<file path="src/uswf_pkg.sv">
// Purpose: Constants for the flow-control and FIFO-level register block
// Assumes: APB byte addresses, one 32-bit word per 8-bit register
// Notes:   Write-only registers read back as zero

package uswf_pkg;
	// ----------------------------------------------------------------
	// Register byte offsets
	// ----------------------------------------------------------------
	localparam logic [7:0] OFS_DIV_LOW  = 8'h00;
	localparam logic [7:0] OFS_IER      = 8'h04;
	localparam logic [7:0] OFS_ISR      = 8'h08;
	localparam logic [7:0] OFS_FCR      = 8'h0c;
	localparam logic [7:0] OFS_LCR      = 8'h10;
	localparam logic [7:0] OFS_MCR      = 8'h14;
	localparam logic [7:0] OFS_LSR      = 8'h18;
	localparam logic [7:0] OFS_MSR      = 8'h1c;
	localparam logic [7:0] OFS_SPR      = 8'h20;
	localparam logic [7:0] OFS_FEATURE_CTRL_REG     = 8'h24;
	localparam logic [7:0] OFS_EFR      = 8'h28;
	localparam logic [7:0] OFS_TX_FIFO_LEVEL    = 8'h2c;
	localparam logic [7:0] OFS_TX_TRIGGER_LEVEL    = 8'h30;
	localparam logic [7:0] OFS_RX_FIFO_LEVEL    = 8'h34;
	localparam logic [7:0] OFS_RX_TRIGGER_LEVEL    = 8'h38;
	localparam logic [7:0] OFS_STOP1    = 8'h3c;
	localparam logic [7:0] OFS_STOP2    = 8'h40;
	localparam logic [7:0] OFS_START1   = 8'h44;
	localparam logic [7:0] OFS_START2   = 8'h48;
	localparam logic [7:0] OFS_XSTAT    = 8'h4c;
	localparam logic [7:0] OFS_DIV_HIGH = 8'h50;
	localparam logic [7:0] OFS_DIV_FRAC = 8'h54;
	// ----------------------------------------------------------------
	// Reset values and write-gate masks
	// ----------------------------------------------------------------
	localparam logic [7:0] RST_DIV_LOW  = 8'h01;
	localparam logic [7:0] RST_ISR      = 8'h01;
	localparam logic [7:0] RST_LSR      = 8'h60;
	localparam logic [7:0] RST_SPR      = 8'hff;
	localparam logic [7:0] RST_ZERO     = 8'h00;
	localparam logic [7:0] ENH_IER      = 8'he0;
	localparam logic [7:0] ENH_FCR      = 8'h30;
	localparam logic [7:0] ENH_MCR      = 8'he0;
	localparam logic [7:0] ENH_MSR      = 8'hff;
	// ----------------------------------------------------------------
	// Field positions
	// ----------------------------------------------------------------
	localparam int EFR_SPECIAL = 5;
	localparam int EFR_ENH     = 4;
	localparam int FEATURE_CTRL_REG_RS485  = 5;
	localparam int MCR_ANY     = 5;
	localparam int MCR_RTS     = 1;
	localparam int MCR_DTR     = 0;
endpackage : uswf_pkg

</file>
<file path="src/uswf_top.sv">
// Purpose: Software flow control, FIFO levels and enhanced register gating
// Assumes: Receiver, transmitter and FIFOs run on ref_clk; mode pins async
// Notes:   APB slave, one wait-free access phase, pslverr on unmapped address
//
// Decided for this implementation: the APB slave port and the register addresses.
`timescale 1ns/100ps

module uswf_top (
	// Clock and reset
	input  wire logic        ref_clk,
	input  wire logic        rst,
	// APB slave
	input  wire logic        psel,
	input  wire logic        penable,
	input  wire logic        pwrite,
	input  wire logic [7:0]  paddr,
	input  wire logic [31:0] pwdata,
	output logic             pready,
	output logic [31:0]      prdata,
	output logic             pslverr,
	// Receiver side
	input  wire logic        rx_char_valid,
	input  wire logic [7:0]  rx_char,
	output logic             rx_store,
	output logic [7:0]       rx_store_char,
	output logic             tx_halt,
	// Transmitter and FIFO side
	input  wire logic [7:0]  tx_level_in,
	input  wire logic [7:0]  rx_level_in,
	input  wire logic        tx_load,
	input  wire logic        tx_busy,
	input  wire logic        send_stop_req,
	input  wire logic        send_start_req,
	input  wire logic        flow_char_ack,
	output logic             flow_char_valid,
	output logic [7:0]       flow_char,
	output logic             tx_trig_int,
	output logic             rx_trig_int,
	// Line status and modem inputs
	input  wire logic [7:0]  line_state_in,
	input  wire logic [3:0]  mode_pins,
	// Pin drivers
	input  wire logic        tx_bit,
	input  wire logic        ir_bit,
	input  wire logic [2:0]  cfg_mem_in,
	output logic             serial_out,
	output logic             infrared_serial_out,
	output logic             rts_n,
	output logic             dtr_n,
	output logic             cfg_mem_clock,
	output logic             cfg_mem_select,
	output logic             cfg_mem_data_out
);
	typedef enum logic [1:0] {FL_IDLE, FL_FIRST, FL_SECOND} uswf_state_t;

	logic [7:0] enhanced_feature_ctrl, feature_ctrl_reg, scratch_byte;
	logic [7:0] interrupt_enable_reg, fifo_ctrl_reg, modem_ctrl_reg;
	logic [7:0] mode_select_status_reg, line_ctrl_reg, line_state_reg;
	logic [7:0] div_low, divisor_high_byte, divisor_fraction;
	logic [7:0] tx_fifo_level, rx_fifo_level, tx_trigger_level, rx_trigger_level;
	logic [7:0] stop_char_first, stop_char_second;
	logic [7:0] start_char_first, start_char_second;
	logic [3:0] flow_char_status, next_flow_char_status;
	logic [1:0] isr_enh;
	logic [3:0] mode_meta, mode_sync;
	logic       wr_acc, rd_acc, enh_en, rs485_en, dir_tx;
	logic       prev_start1, prev_stop1, kind_stop, flow_sent;
	logic       rx_start_ev, rx_stop_ev, flow_hit, special_ev, store_ok;
	logic [1:0] rx_sel, tx_sel;
	logic [7:0] rd_val;
	logic       rd_hit;
	uswf_state_t fl_state;

	assign enh_en   = enhanced_feature_ctrl[uswf_pkg::EFR_ENH];
	assign rs485_en = feature_ctrl_reg[uswf_pkg::FEATURE_CTRL_REG_RS485];
	assign rx_sel   = enhanced_feature_ctrl[1:0];
	assign tx_sel   = enhanced_feature_ctrl[3:2];
	assign wr_acc   = psel & penable & pready & pwrite;
	assign rd_acc   = psel & penable & pready & ~pwrite;

	// --------------------------------------------------------------
	// Synchroniser for the mode pins
	// --------------------------------------------------------------
	always_ff @(posedge ref_clk or posedge rst) begin
		if (rst) begin
			mode_meta <= 4'h0;
			mode_sync <= 4'h0;
		end else begin
			mode_meta <= mode_pins;
			mode_sync <= mode_meta;
		end
	end

	// --------------------------------------------------------------
	// APB read mux
	// --------------------------------------------------------------
	// Read value and address hit
	always_comb begin
		rd_hit = 1'b1;
		rd_val = 8'h00;
		if (paddr == uswf_pkg::OFS_DIV_LOW) rd_val = div_low;
		else if (paddr == uswf_pkg::OFS_IER) rd_val = interrupt_enable_reg;
		else if (paddr == uswf_pkg::OFS_ISR)
			rd_val = {2'b00, isr_enh, 3'b000, ~(|isr_enh | tx_trig_int | rx_trig_int)};
		else if (paddr == uswf_pkg::OFS_LCR) rd_val = line_ctrl_reg;
		else if (paddr == uswf_pkg::OFS_MCR) rd_val = modem_ctrl_reg;
		else if (paddr == uswf_pkg::OFS_LSR) rd_val = line_state_reg;
		else if (paddr == uswf_pkg::OFS_MSR)
			rd_val = {mode_sync, mode_select_status_reg[3:0]};
		else if (paddr == uswf_pkg::OFS_SPR) rd_val = scratch_byte;
		else if (paddr == uswf_pkg::OFS_FEATURE_CTRL_REG) rd_val = feature_ctrl_reg;
		else if (paddr == uswf_pkg::OFS_EFR) rd_val = enhanced_feature_ctrl;
		else if (paddr == uswf_pkg::OFS_TX_FIFO_LEVEL) rd_val = tx_fifo_level;
		else if (paddr == uswf_pkg::OFS_RX_FIFO_LEVEL) rd_val = rx_fifo_level;
		else if (paddr == uswf_pkg::OFS_XSTAT) rd_val = {4'h0, flow_char_status};
		else if (paddr == uswf_pkg::OFS_DIV_HIGH) rd_val = divisor_high_byte;
		else if (paddr == uswf_pkg::OFS_DIV_FRAC) rd_val = divisor_fraction;
		else if (paddr == uswf_pkg::OFS_FCR || paddr == uswf_pkg::OFS_TX_TRIGGER_LEVEL ||
			paddr == uswf_pkg::OFS_RX_TRIGGER_LEVEL || paddr == uswf_pkg::OFS_STOP1 ||
			paddr == uswf_pkg::OFS_STOP2 || paddr == uswf_pkg::OFS_START1 ||
			paddr == uswf_pkg::OFS_START2) rd_val = 8'h00;
		else rd_hit = 1'b0;
	end

	// Answer in the first access cycle; data sampled at the setup edge
	always_ff @(posedge ref_clk or posedge rst) begin
		if (rst) begin
			pready  <= 1'b0;
			prdata  <= 32'h0000_0000;
			pslverr <= 1'b0;
		end else begin
			pready  <= psel & ~penable;
			pslverr <= psel & ~penable & ~rd_hit;
			if (psel & ~penable & ~pwrite)
				prdata <= {24'h00_0000, rd_val};
		end
	end

	// --------------------------------------------------------------
	// Plain and gated configuration registers
	// --------------------------------------------------------------
	always_ff @(posedge ref_clk or posedge rst) begin
		if (rst) begin
			div_low                <= uswf_pkg::RST_DIV_LOW;
			divisor_high_byte      <= uswf_pkg::RST_ZERO;
			divisor_fraction       <= uswf_pkg::RST_ZERO;
			line_ctrl_reg          <= uswf_pkg::RST_ZERO;
			scratch_byte           <= uswf_pkg::RST_SPR;
			feature_ctrl_reg       <= uswf_pkg::RST_ZERO;
			enhanced_feature_ctrl  <= uswf_pkg::RST_ZERO;
			interrupt_enable_reg   <= uswf_pkg::RST_ZERO;
			fifo_ctrl_reg          <= uswf_pkg::RST_ZERO;
			modem_ctrl_reg         <= uswf_pkg::RST_ZERO;
			mode_select_status_reg <= uswf_pkg::RST_ZERO;
			tx_trigger_level       <= uswf_pkg::RST_ZERO;
			rx_trigger_level       <= uswf_pkg::RST_ZERO;
			stop_char_first        <= uswf_pkg::RST_ZERO;
			stop_char_second       <= uswf_pkg::RST_ZERO;
			start_char_first       <= uswf_pkg::RST_ZERO;
			start_char_second      <= uswf_pkg::RST_ZERO;
		end else if (wr_acc) begin
			if (paddr == uswf_pkg::OFS_DIV_LOW) div_low <= pwdata[7:0];
			else if (paddr == uswf_pkg::OFS_DIV_HIGH) divisor_high_byte <= pwdata[7:0];
			else if (paddr == uswf_pkg::OFS_DIV_FRAC) divisor_fraction <= pwdata[7:0];
			else if (paddr == uswf_pkg::OFS_LCR) line_ctrl_reg <= pwdata[7:0];
			else if (paddr == uswf_pkg::OFS_SPR) scratch_byte <= pwdata[7:0];
			else if (paddr == uswf_pkg::OFS_FEATURE_CTRL_REG) feature_ctrl_reg <= pwdata[7:0];
			else if (paddr == uswf_pkg::OFS_EFR) enhanced_feature_ctrl <= pwdata[7:0];
			else if (paddr == uswf_pkg::OFS_IER)
				interrupt_enable_reg <= enh_en ? pwdata[7:0] :
					(interrupt_enable_reg & uswf_pkg::ENH_IER) | (pwdata[7:0] & ~uswf_pkg::ENH_IER);
			else if (paddr == uswf_pkg::OFS_FCR)
				fifo_ctrl_reg <= enh_en ? pwdata[7:0] :
					(fifo_ctrl_reg & uswf_pkg::ENH_FCR) | (pwdata[7:0] & ~uswf_pkg::ENH_FCR);
			else if (paddr == uswf_pkg::OFS_MCR)
				modem_ctrl_reg <= enh_en ? pwdata[7:0] :
					(modem_ctrl_reg & uswf_pkg::ENH_MCR) | (pwdata[7:0] & ~uswf_pkg::ENH_MCR);
			else if (paddr == uswf_pkg::OFS_MSR && enh_en)
				mode_select_status_reg <= pwdata[7:0] & uswf_pkg::ENH_MSR;
			else if (paddr == uswf_pkg::OFS_TX_TRIGGER_LEVEL) tx_trigger_level <= pwdata[7:0];
			else if (paddr == uswf_pkg::OFS_RX_TRIGGER_LEVEL) rx_trigger_level <= pwdata[7:0];
			else if (paddr == uswf_pkg::OFS_STOP1) stop_char_first <= pwdata[7:0];
			else if (paddr == uswf_pkg::OFS_STOP2) stop_char_second <= pwdata[7:0];
			else if (paddr == uswf_pkg::OFS_START1) start_char_first <= pwdata[7:0];
			else if (paddr == uswf_pkg::OFS_START2) start_char_second <= pwdata[7:0];
		end
	end

	// --------------------------------------------------------------
	// Receive compare
	// --------------------------------------------------------------
	// Match decode per receive selection
	always_comb begin
		rx_start_ev = 1'b0;
		rx_stop_ev  = 1'b0;
		case (rx_sel)
			2'b10: begin
				rx_start_ev = rx_char == start_char_first;
				rx_stop_ev  = rx_char == stop_char_first;
			end
			2'b01: begin
				rx_start_ev = rx_char == start_char_second;
				rx_stop_ev  = rx_char == stop_char_second;
			end
			2'b11: begin
				if (tx_sel == 2'b10 || tx_sel == 2'b01) begin
					rx_start_ev = rx_char == start_char_first || rx_char == start_char_second;
					rx_stop_ev  = rx_char == stop_char_first || rx_char == stop_char_second;
				end else begin
					rx_start_ev = prev_start1 && rx_char == start_char_second;
					rx_stop_ev  = prev_stop1 && rx_char == stop_char_second;
				end
			end
			default: ;
		endcase
		rx_start_ev = rx_char_valid & rx_start_ev;
		rx_stop_ev  = rx_char_valid & rx_stop_ev;
		flow_hit    = rx_start_ev | rx_stop_ev;
		special_ev  = rx_char_valid & enhanced_feature_ctrl[uswf_pkg::EFR_SPECIAL] &
			(rx_char == stop_char_second);
		store_ok    = ~flow_hit | (special_ev & rx_sel != 2'b01);
	end

	// Pair tracking, FIFO store and halt state
	always_ff @(posedge ref_clk or posedge rst) begin
		if (rst) begin
			prev_start1   <= 1'b0;
			prev_stop1    <= 1'b0;
			rx_store      <= 1'b0;
			rx_store_char <= 8'h00;
			tx_halt       <= 1'b0;
		end else begin
			rx_store <= rx_char_valid & store_ok;
			if (rx_char_valid) begin
				prev_start1   <= rx_char == start_char_first;
				prev_stop1    <= rx_char == stop_char_first;
				rx_store_char <= rx_char;
			end
			if (rx_sel == 2'b00) tx_halt <= 1'b0;
			else if (rx_stop_ev) tx_halt <= 1'b1;
			else if (rx_start_ev | (rx_char_valid & modem_ctrl_reg[uswf_pkg::MCR_ANY])) tx_halt <= 1'b0;
		end
	end

	// --------------------------------------------------------------
	// Transmit flow character sequencer
	// --------------------------------------------------------------
	assign flow_sent = flow_char_ack & flow_char_valid &
		(fl_state == FL_SECOND || (fl_state == FL_FIRST && tx_sel != 2'b11));

	always_ff @(posedge ref_clk or posedge rst) begin
		if (rst) begin
			fl_state        <= FL_IDLE;
			flow_char_valid <= 1'b0;
			flow_char       <= 8'h00;
			kind_stop       <= 1'b0;
		end else begin
			case (fl_state)
				FL_IDLE: begin
					if (tx_sel != 2'b00 && (send_stop_req | send_start_req)) begin
						kind_stop       <= send_stop_req;
						flow_char_valid <= 1'b1;
						fl_state        <= tx_sel[1] ? FL_FIRST : FL_SECOND;
						if (tx_sel[1]) flow_char <= send_stop_req ? stop_char_first : start_char_first;
						else flow_char <= send_stop_req ? stop_char_second : start_char_second;
					end
				end
				FL_FIRST: begin
					if (tx_sel == 2'b00) begin
						fl_state        <= FL_IDLE;
						flow_char_valid <= 1'b0;
					end else if (flow_char_ack && tx_sel == 2'b11) begin
						fl_state  <= FL_SECOND;
						flow_char <= kind_stop ? stop_char_second : start_char_second;
					end else if (flow_char_ack) begin
						fl_state        <= FL_IDLE;
						flow_char_valid <= 1'b0;
					end
				end
				default: begin
					if (flow_char_ack || tx_sel == 2'b00) begin
						fl_state        <= FL_IDLE;
						flow_char_valid <= 1'b0;
					end
				end
			endcase
		end
	end

	// --------------------------------------------------------------
	// Flow character status and interrupt flags
	// --------------------------------------------------------------
	// Read clears only the bits that the read returned
	always_comb begin
		next_flow_char_status = flow_char_status;
		if (rd_acc && paddr == uswf_pkg::OFS_XSTAT)
			next_flow_char_status = flow_char_status & ~prdata[3:0];
		if (flow_sent) next_flow_char_status[3:2] = kind_stop ? 2'b01 : 2'b10;
		if (rx_start_ev | (rx_char_valid & tx_halt & modem_ctrl_reg[uswf_pkg::MCR_ANY] & ~rx_stop_ev))
			next_flow_char_status[1:0] = 2'b10;
		if (rx_stop_ev) next_flow_char_status[1:0] = 2'b01;
		if (enhanced_feature_ctrl[3:0] == 4'h0) next_flow_char_status = 4'h0;
	end

	always_ff @(posedge ref_clk or posedge rst) begin
		if (rst) begin
			flow_char_status <= 4'h0;
			isr_enh          <= 2'b00;
		end else begin
			flow_char_status <= next_flow_char_status;
			if (wr_acc && paddr == uswf_pkg::OFS_ISR && enh_en) isr_enh <= pwdata[5:4];
			if (special_ev) isr_enh[0] <= 1'b1;
			if (special_ev & rx_stop_ev) isr_enh[1] <= 1'b1;
		end
	end

	// --------------------------------------------------------------
	// Levels, triggers, direction and pins
	// --------------------------------------------------------------
	always_ff @(posedge ref_clk or posedge rst) begin
		if (rst) begin
			tx_fifo_level  <= 8'h00;
			rx_fifo_level  <= 8'h00;
			line_state_reg <= uswf_pkg::RST_LSR;
			tx_trig_int    <= 1'b0;
			rx_trig_int    <= 1'b0;
		end else begin
			tx_fifo_level  <= tx_level_in;
			rx_fifo_level  <= rx_level_in;
			line_state_reg <= line_state_in;
			tx_trig_int    <= tx_trigger_level != 8'h00 && tx_fifo_level < tx_trigger_level;
			rx_trig_int    <= rx_trigger_level != 8'h00 && rx_fifo_level >= rx_trigger_level;
		end
	end

	// Direction follows data only, never flow characters
	always_ff @(posedge ref_clk or posedge rst) begin
		if (rst) dir_tx <= 1'b0;
		else if (!rs485_en) dir_tx <= 1'b0;
		else if (tx_load) dir_tx <= 1'b1;
		else if (!tx_busy && tx_level_in == 8'h00) dir_tx <= 1'b0;
	end

	always_ff @(posedge ref_clk or posedge rst) begin
		if (rst) begin
			serial_out          <= 1'b1;
			infrared_serial_out <= 1'b0;
			rts_n               <= 1'b1;
			dtr_n               <= 1'b1;
			cfg_mem_clock       <= 1'b0;
			cfg_mem_select      <= 1'b0;
			cfg_mem_data_out    <= 1'b0;
		end else begin
			serial_out          <= tx_bit;
			infrared_serial_out <= ir_bit;
			rts_n               <= rs485_en ? dir_tx : ~modem_ctrl_reg[uswf_pkg::MCR_RTS];
			dtr_n               <= ~modem_ctrl_reg[uswf_pkg::MCR_DTR];
			cfg_mem_clock       <= cfg_mem_in[0];
			cfg_mem_select      <= cfg_mem_in[1];
			cfg_mem_data_out    <= cfg_mem_in[2];
		end
	end

	// --------------------------------------------------------------
	// Assertions
	// --------------------------------------------------------------
	a_status_forced: assert property (@(posedge ref_clk) disable iff (rst)
		enhanced_feature_ctrl[3:0] == 4'h0 |=> flow_char_status == 4'h0)
		else $error("flow status not zero with flow off");
	a_special_flag: assert property (@(posedge ref_clk) disable iff (rst)
		special_ev && rx_sel != 2'b01 |=> isr_enh[0] && rx_store)
		else $error("special char not flagged or stored");
	a_second_pair: assert property (@(posedge ref_clk) disable iff (rst)
		special_ev && rx_sel == 2'b01 |=> !rx_store && isr_enh == 2'b11)
		else $error("second stop handled wrongly");
	a_enh_frozen: assert property (@(posedge ref_clk) disable iff (rst)
		wr_acc && paddr == uswf_pkg::OFS_IER && !enh_en
		|=> interrupt_enable_reg[7:5] == $past(interrupt_enable_reg[7:5]))
		else $error("enhanced bits changed while locked");
	a_pair_order: assert property (@(posedge ref_clk) disable iff (rst)
		fl_state == FL_FIRST && flow_char_ack && tx_sel == 2'b11
		|=> fl_state == FL_SECOND && flow_char_valid)
		else $error("second flow char not sent");
	a_tx_trigger: assert property (@(posedge ref_clk) disable iff (rst)
		tx_trigger_level != 8'h00 && tx_fifo_level < tx_trigger_level |=> tx_trig_int)
		else $error("tx trigger missed");
	a_rx_trigger: assert property (@(posedge ref_clk) disable iff (rst)
		rx_trigger_level == 8'h00 |=> !rx_trig_int)
		else $error("rx trigger on invalid zero");
	a_dir_hold: assert property (@(posedge ref_clk) disable iff (rst)
		!dir_tx && !tx_load && flow_char_valid |=> !dir_tx)
		else $error("direction turned by flow char");
	a_sent_flag: assert property (@(posedge ref_clk) disable iff (rst)
		flow_sent && enhanced_feature_ctrl[3:0] != 4'h0 && $stable(enhanced_feature_ctrl)
		|=> flow_char_status[3] == !$past(kind_stop))
		else $error("sent kind not recorded");
	a_pready_next: assert property (@(posedge ref_clk) disable iff (rst)
		psel && !penable |=> pready ##1 !pready)
		else $error("apb answer timing wrong");
endmodule : uswf_top

</file>
<file path="config.mk">
export PLATFORM = sky130hd
export DESIGN_NAME = uswf_top
export DESIGN_NICKNAME = d
export VERILOG_FILES = /design/src/uswf_pkg.sv /design/src/uswf_top.sv
export SDC_FILE = /design/constraint.sdc
export NUM_CORES = 1
export LEC_CHECK = 0
export ABC_AREA = 1
export BUFFER_PORTS_ARGS = -buffer_cell sky130_fd_sc_hd__buf_2
export CAP_MARGIN = 5
export CORE_AREA = 2 2 165 167
export DETAILED_ROUTE_END_ITERATION = 10
export DIE_AREA = 0 0 167 169
export SYNTH_ARGS = -nofsm -noshare
export SYNTH_HDL_FRONTEND = slang
export SYNTH_SLANG_ARGS = --single-unit
</file>
<file path="constraint.sdc">
create_clock -name ref_clk -period 6.6 [get_ports ref_clk]
set_input_delay 0 -clock ref_clk [delete_from_list [all_inputs] [get_ports ref_clk]]
set_output_delay 0 -clock ref_clk [all_outputs]
set_load 0.02 [all_outputs]
</file>
Word level (Yosys, flattened, before mapping) --
Cells that the tools add are included.
Operators by class: $lt $le $gt $ge 2, equality and inequality tests 42, multiplexer cells 74, bitwise gates (word level) 55, reduce and logical (&&, ||, !) cells 61
Operators with widths (count):
- $mux 8 | 24
- $eq 8x6->1 const B | 8
- $eq 8x7->1 const B | 6
- $eq 8x5->1 const B | 4
- $eq 8x8->1 | 4
- $mux 1 | 32
- $not 1->1 | 24
- $mux 2 | 11
- $and 1x1->1 | 20
- $reduce_and 18->1 | 1
- $reduce_and 17->1 | 1
- $eq 8x4->1 const B | 2
- $logic_not 8->1 | 2
- $or 8x5->8 | 2
- $pmux 8 s2 | 1
- $reduce_and 16->1 | 1
- $reduce_bool 8->1 | 2
- $reduce_and 15->1 | 1
- $reduce_and 14->1 | 1
- $reduce_and 13->1 | 1
- $logic_and 1x1->1 | 12
- $reduce_and 12->1 | 1
- $reduce_and 4->1 | 3
- $logic_or 1x1->1 | 11
- other kinds (32) | 59
Word-level totals: register bits after elaboration 206, bits of input ports 92, output and inout port bits 62, word-level logic and storage cells 281

Longest topological paths before layout --
word-level depth 25, gate-level depth with buffers 16, gate-level depth less buffers 15

Worst setup path before layout --
OpenSTA, ideal clock, no wires.
path type reg-to-reg, from reg enhanced_feature_ctrl[3], to reg flow_char_status[0], setup time 117 ps, data arrival time 1793 ps, data required time 6483 ps, setup slack 4689 ps, stages on the path, launching flop included 12, buffers on the path 1, period minus slack after synthesis 1911 ps, path through dfrtp_1 inv_1 clkbuf_1 ha_1 o31ai_1 o22ai_1 nand2_1 nand3_1 nand2_1 inv_1 nand2_1 nand2_1
Between the ends: word-level cells in the longest chain between the ends 11, elaborated cells on any way between the ends 17, those cells by class eq/ne (2); mux (7); bitwise (5); reduce/logical (3)
Ends and longest elaborated chain:
- start: declaration | line uswf_top.sv:56 | logic [7:0] enhanced_feature_ctrl, feature_ctrl_reg, scratch_byte;
- start signal: assignment | line uswf_top.sv:150 | enhanced_feature_ctrl <= uswf_pkg::RST_ZERO;
- start signal: assignment | line uswf_top.sv:168 | else if (paddr == uswf_pkg::OFS_EFR) enhanced_feature_ctrl <= pwdata[7:0];
- $eq 2x2->1 or $eq 2x1->1 (tied branches) | line uswf_top.sv:206 | if (tx_sel == 2'b10 || tx_sel == 2'b01) begin
- $logic_or 1x1->1 | line uswf_top.sv:206
- $mux 1 | line uswf_top.sv:206
- $pmux 1 s3 | line uswf_top.sv:196 | case (rx_sel)
- $and 1x1->1 | line uswf_top.sv:217 | rx_stop_ev = rx_char_valid & rx_stop_ev;
- $not 1->1 | line uswf_top.sv:299 | if (rx_start_ev | (rx_char_valid & tx_halt & modem_ctrl_reg[uswf_pkg::MCR_ANY] & ~rx_stop_ev))
- $and 1x1->1 | line uswf_top.sv:299
- $or 1x1->1 | line uswf_top.sv:299
- $mux 2 | line uswf_top.sv:299
- $mux 2 | line uswf_top.sv:301 | if (rx_stop_ev) next_flow_char_status[1:0] = 2'b01;
- $mux 4 | line uswf_top.sv:302 | if (enhanced_feature_ctrl[3:0] == 4'h0) next_flow_char_status = 4'h0;
- end signal: assignment | line uswf_top.sv:310 | flow_char_status <= next_flow_char_status;
- end: declaration | line uswf_top.sv:63 | logic [3:0] flow_char_status, next_flow_char_status;
Several ways; a longest one is shown, not always the timed one. A chain may end at the register's enable or synchronous reset.

Worst setup path after layout --
from reg enhanced_feature_ctrl[3], to reg flow_char[2]
Between the ends: word-level cells in the longest chain between the ends 4, elaborated cells on any way between the ends 12, those cells by class eq/ne (4); mux (3); reduce/logical (5)
Ends and longest elaborated chain:
- $eq 2x2->1 or $reduce_bool 2->1 (tied branches) | line uswf_top.sv:272, uswf_top.sv:260
- $logic_and 1x1->1 (on tied branches) | line uswf_top.sv:272, uswf_top.sv:260
- $ne 2x1->1 (no line) or $ne 2x2->1 (tied branches)
- $reduce_and 4->1 (no line)
- end signal: assignment | line uswf_top.sv:264 | if (tx_sel[1]) flow_char <= send_stop_req ? stop_char_first : start_char_first;
- end signal: assignment | line uswf_top.sv:265 | else flow_char <= send_stop_req ? stop_char_second : start_char_second;
- end signal: assignment | line uswf_top.sv:274 | flow_char <= kind_stop ? stop_char_second : start_char_second;
- end: declaration | line uswf_top.sv:36 | output logic [7:0] flow_char,
Several ways; a longest one is shown, not always the timed one. The select of a mux whose other input is x is not followed.

==> reports/metrics.csv <==
metric;value;unit
max cap viols;0;
Worst Skew;11.7;ps
vias;8475;
total grt overflow;0;
Hold Crit Depth;5;
DRC viols;0;
crit path time final;2480;ps
drt pass-1 iters;5;
Cell Pwr Density;242;nW/um^2
crit path kind;reg2reg;
R2R depth;7;
Layout Nets;1459;
crit-path max FO;12;
Worst Hold Launch;paddr[2];
Async SR Flop Fraction;1.00;
vias in the first global route;7988;
number of diodes;0;
Non-Filler Instances;1709;
Slew headroom;0.372;
P_int;2260;uW
mapped cell area;10100;sq um
Synth cell types;44;
die height;169;um
htree depth;1;
worst hold path type;in2reg;
total CTS buffers;24;
gpl congestion;0.853;
Sw Pwr;700;uW
LEAKAGE;0.00571;uW
worst slack, placed;4090;ps
Setup TNS Final;0;ps
switch share;0.236;
core area;26500;sq um
final setup margin;4120;ps
worst path required time;7060;ps
Placed Area;10800;sq um
final instance area;12200;sq um
CP endpoint kind;register;
sequential share of the synthesized area;0.511;
Site Rows;60;
fraction of layout cells with a size suffix above 1;0.167;
Synth warnings;0;
CTS tree;yes;
RSZ-0062 raised after global routing;false;
Peak VDD IR;151;uV
Layout area overhead;20.6;%
initial antenna violation count;0;
Clk pin slew, worst setup/hold paths;60;ps
vias per inst;4.96;
worst path arrival time;2940;ps
Final Cycle Share;0.376;
Setup crit start kind;register;
Comb power frac;0.076;
flop2flop setup slack;4120;ps
pin count of the biggest net entering global routing;135;
Initial Util;0.382;
syn avg cell area;8.38;sq um
final hold vios;0;
gr usage total;0.193;
Final Slew Violations;0;
Ports;154;
WL/cell;15.9;um
EDFF count, synth;0;
Initial DRC Count;613;
Port Buf Inserts;105;
# setup viols final;0;
Post-synth top flop;dfrtp_1;
# resized after CTS;0;
Worst Setup SP;enhanced_feature_ctrl[3];
clock latency on the worst-skew pair;520;ps
clock root buffer;clkbuf_16;
Seq pwr share;0.444;
fmax;403;MHz
reg2reg start;enhanced_feature_ctrl[3];
status;finished clean;
Core Util, Final;0.461;
Clk pwr share;0.481;
CTS Sinks;206;
reg2reg end;flow_char[2];
Hold Crit Endpoint;pslverr;
Die ar.;28200;sq um
Post-Route WL;27200;um
Antenna Nets Post-Route;0;
FF+latch count, synth;206;
Cells after DPL;1608;
Die X-Extent;167;um
Syn Inst Count;1209;
Slew @ Worst Pin;942;ps
HPWL Detailed;19000;um
CTS Buffer Depth;3;
first-pass GRT wire length;43500;um
==> cells in the mapped netlist, types with 5 or more instances <==
library cell  instances  area share
nand2_1             318        0.12
o21ai_1               7      0.0035
dfstp_2              14       0.036
nor4_1                8      0.0049
nor3_1                8      0.0040
nand2_2               8      0.0049
buf_4                25       0.019
nor2_4                7      0.0078
nand3_1              39       0.019
nor2_1               82       0.030
xor2_1               15       0.013
inv_1                90       0.033
or2_2                 5      0.0031
a21oi_1              60       0.030
nand4_1              21       0.013
clkbuf_1             30       0.011
nand3_2               7      0.0069
dfrtp_1             192        0.47
ha_1                 17       0.021
o22ai_1               5      0.0031
xnor2_1              14       0.012
nor2_2                6      0.0037
inv_2                10      0.0037
buf_2                15      0.0074
o21ai_2              16       0.014
o21ai_0             165       0.082
==> kinds of logic after synthesis <==
group / synth area share
muxes: 0.00198
AOI/OAI and AO/OA: 0.138
adders and majority gates: 0.0210
and+or+nand+nor: 0.225
buffers and inverters: 0.0781
DFF: 0.511
xor gates and xnor gates: 0.0251
other: 0.000370
==> worst max path at each step <==
stage,end,slack (ps),cells after the start
final,flow_char[2],4120,7
after global routing,flow_char[0],3830,7
after CTS,flow_char[2],4080,7
after global placement,flow_char[6],4120,7
after floorplan,cfg_mem_clock,1000,1
after detailed placement,flow_char[2],4090,7
==> cell type report <==
cell class	instances	area, sq um
tap	341	427
clock inverter	13	169
sequential	206	5170
timing repair buffer	164	1110
clock buffer	31	688
multi-input combinational	850	4250
fill	2553	14300
inverter	104	400
==> per-layer routing <==
layer  GRT usage  vias to the layer above  wire (um)
li1            -                     4180          -
met1       0.269                     4003      12400
met2       0.316                      256      12400
met3      0.0288                       36       1750
met4      0.0499                        0        571
met5           0                        -          0
==> power by group through the flow <==
stage	logic (uW)	clock network, uW	registers [uW]
2_1_floorplan	128	0	1340
3_3_place_gp	198	0	1340
3_5_place_dp	201	0	1340
4_1_cts	227	1460	1310
5_1_grt	251	1510	1320
6_report	224	1420	1310
==> layout by cell type (no fill, tap or decap), types with 2 or more instances in the layout <==
cell	n
nand2_1	318
o211ai_1	2
dfrtp_1	192
clkbuf_8	4
nand2_2	8
nor2_1	82
nand4_1	21
buf_2	105
dlygate4sd3_1	57
bufinv_16	4
or2_2	5
a21oi_1	60
nand3_1	39
nand3_2	7
inv_1	89
nor4_1	8
clkinv_2	10
o21ai_2	16
inv_2	10
nor3_1	8
mux2i_1	2
o21ai_0	165
clkbuf_16	25
dfstp_2	14
nor2_4	7
ha_1	17
nor2_2	6
clkinv_1	2
conb_1	24
buf_4	2
o21ai_1	7
xor2_1	15
o22ai_1	5
or2_0	3
xnor2_1	14
clkbuf_1	2
==> critical path, stage by stage (launching register included) <==
cell and delay (ps):
dfrtp_1 600, inv_1 350, ha_1 330, nor4_2 330, clkinv_1 310, nand2_1 270
o21ai_0 160, nand2_1 80
==> per-stage QoR <==
step,power [uW],hold slack (ps)
2_1_floorplan,1470,4.48
3_3_place_gp,1530,107
3_5_place_dp,1540,106
4_1_cts,3000,32.9
5_1_grt,3070,51.8
6_report,2960,57.1
==> what timing repair did <==
item                                   in CTS  in global routing
endpoints found under the hold margin     178                  0
setup buffers                               0                  0
hold buffers                               57                  0
Note: power is estimated with default switching activity, not from simulation.
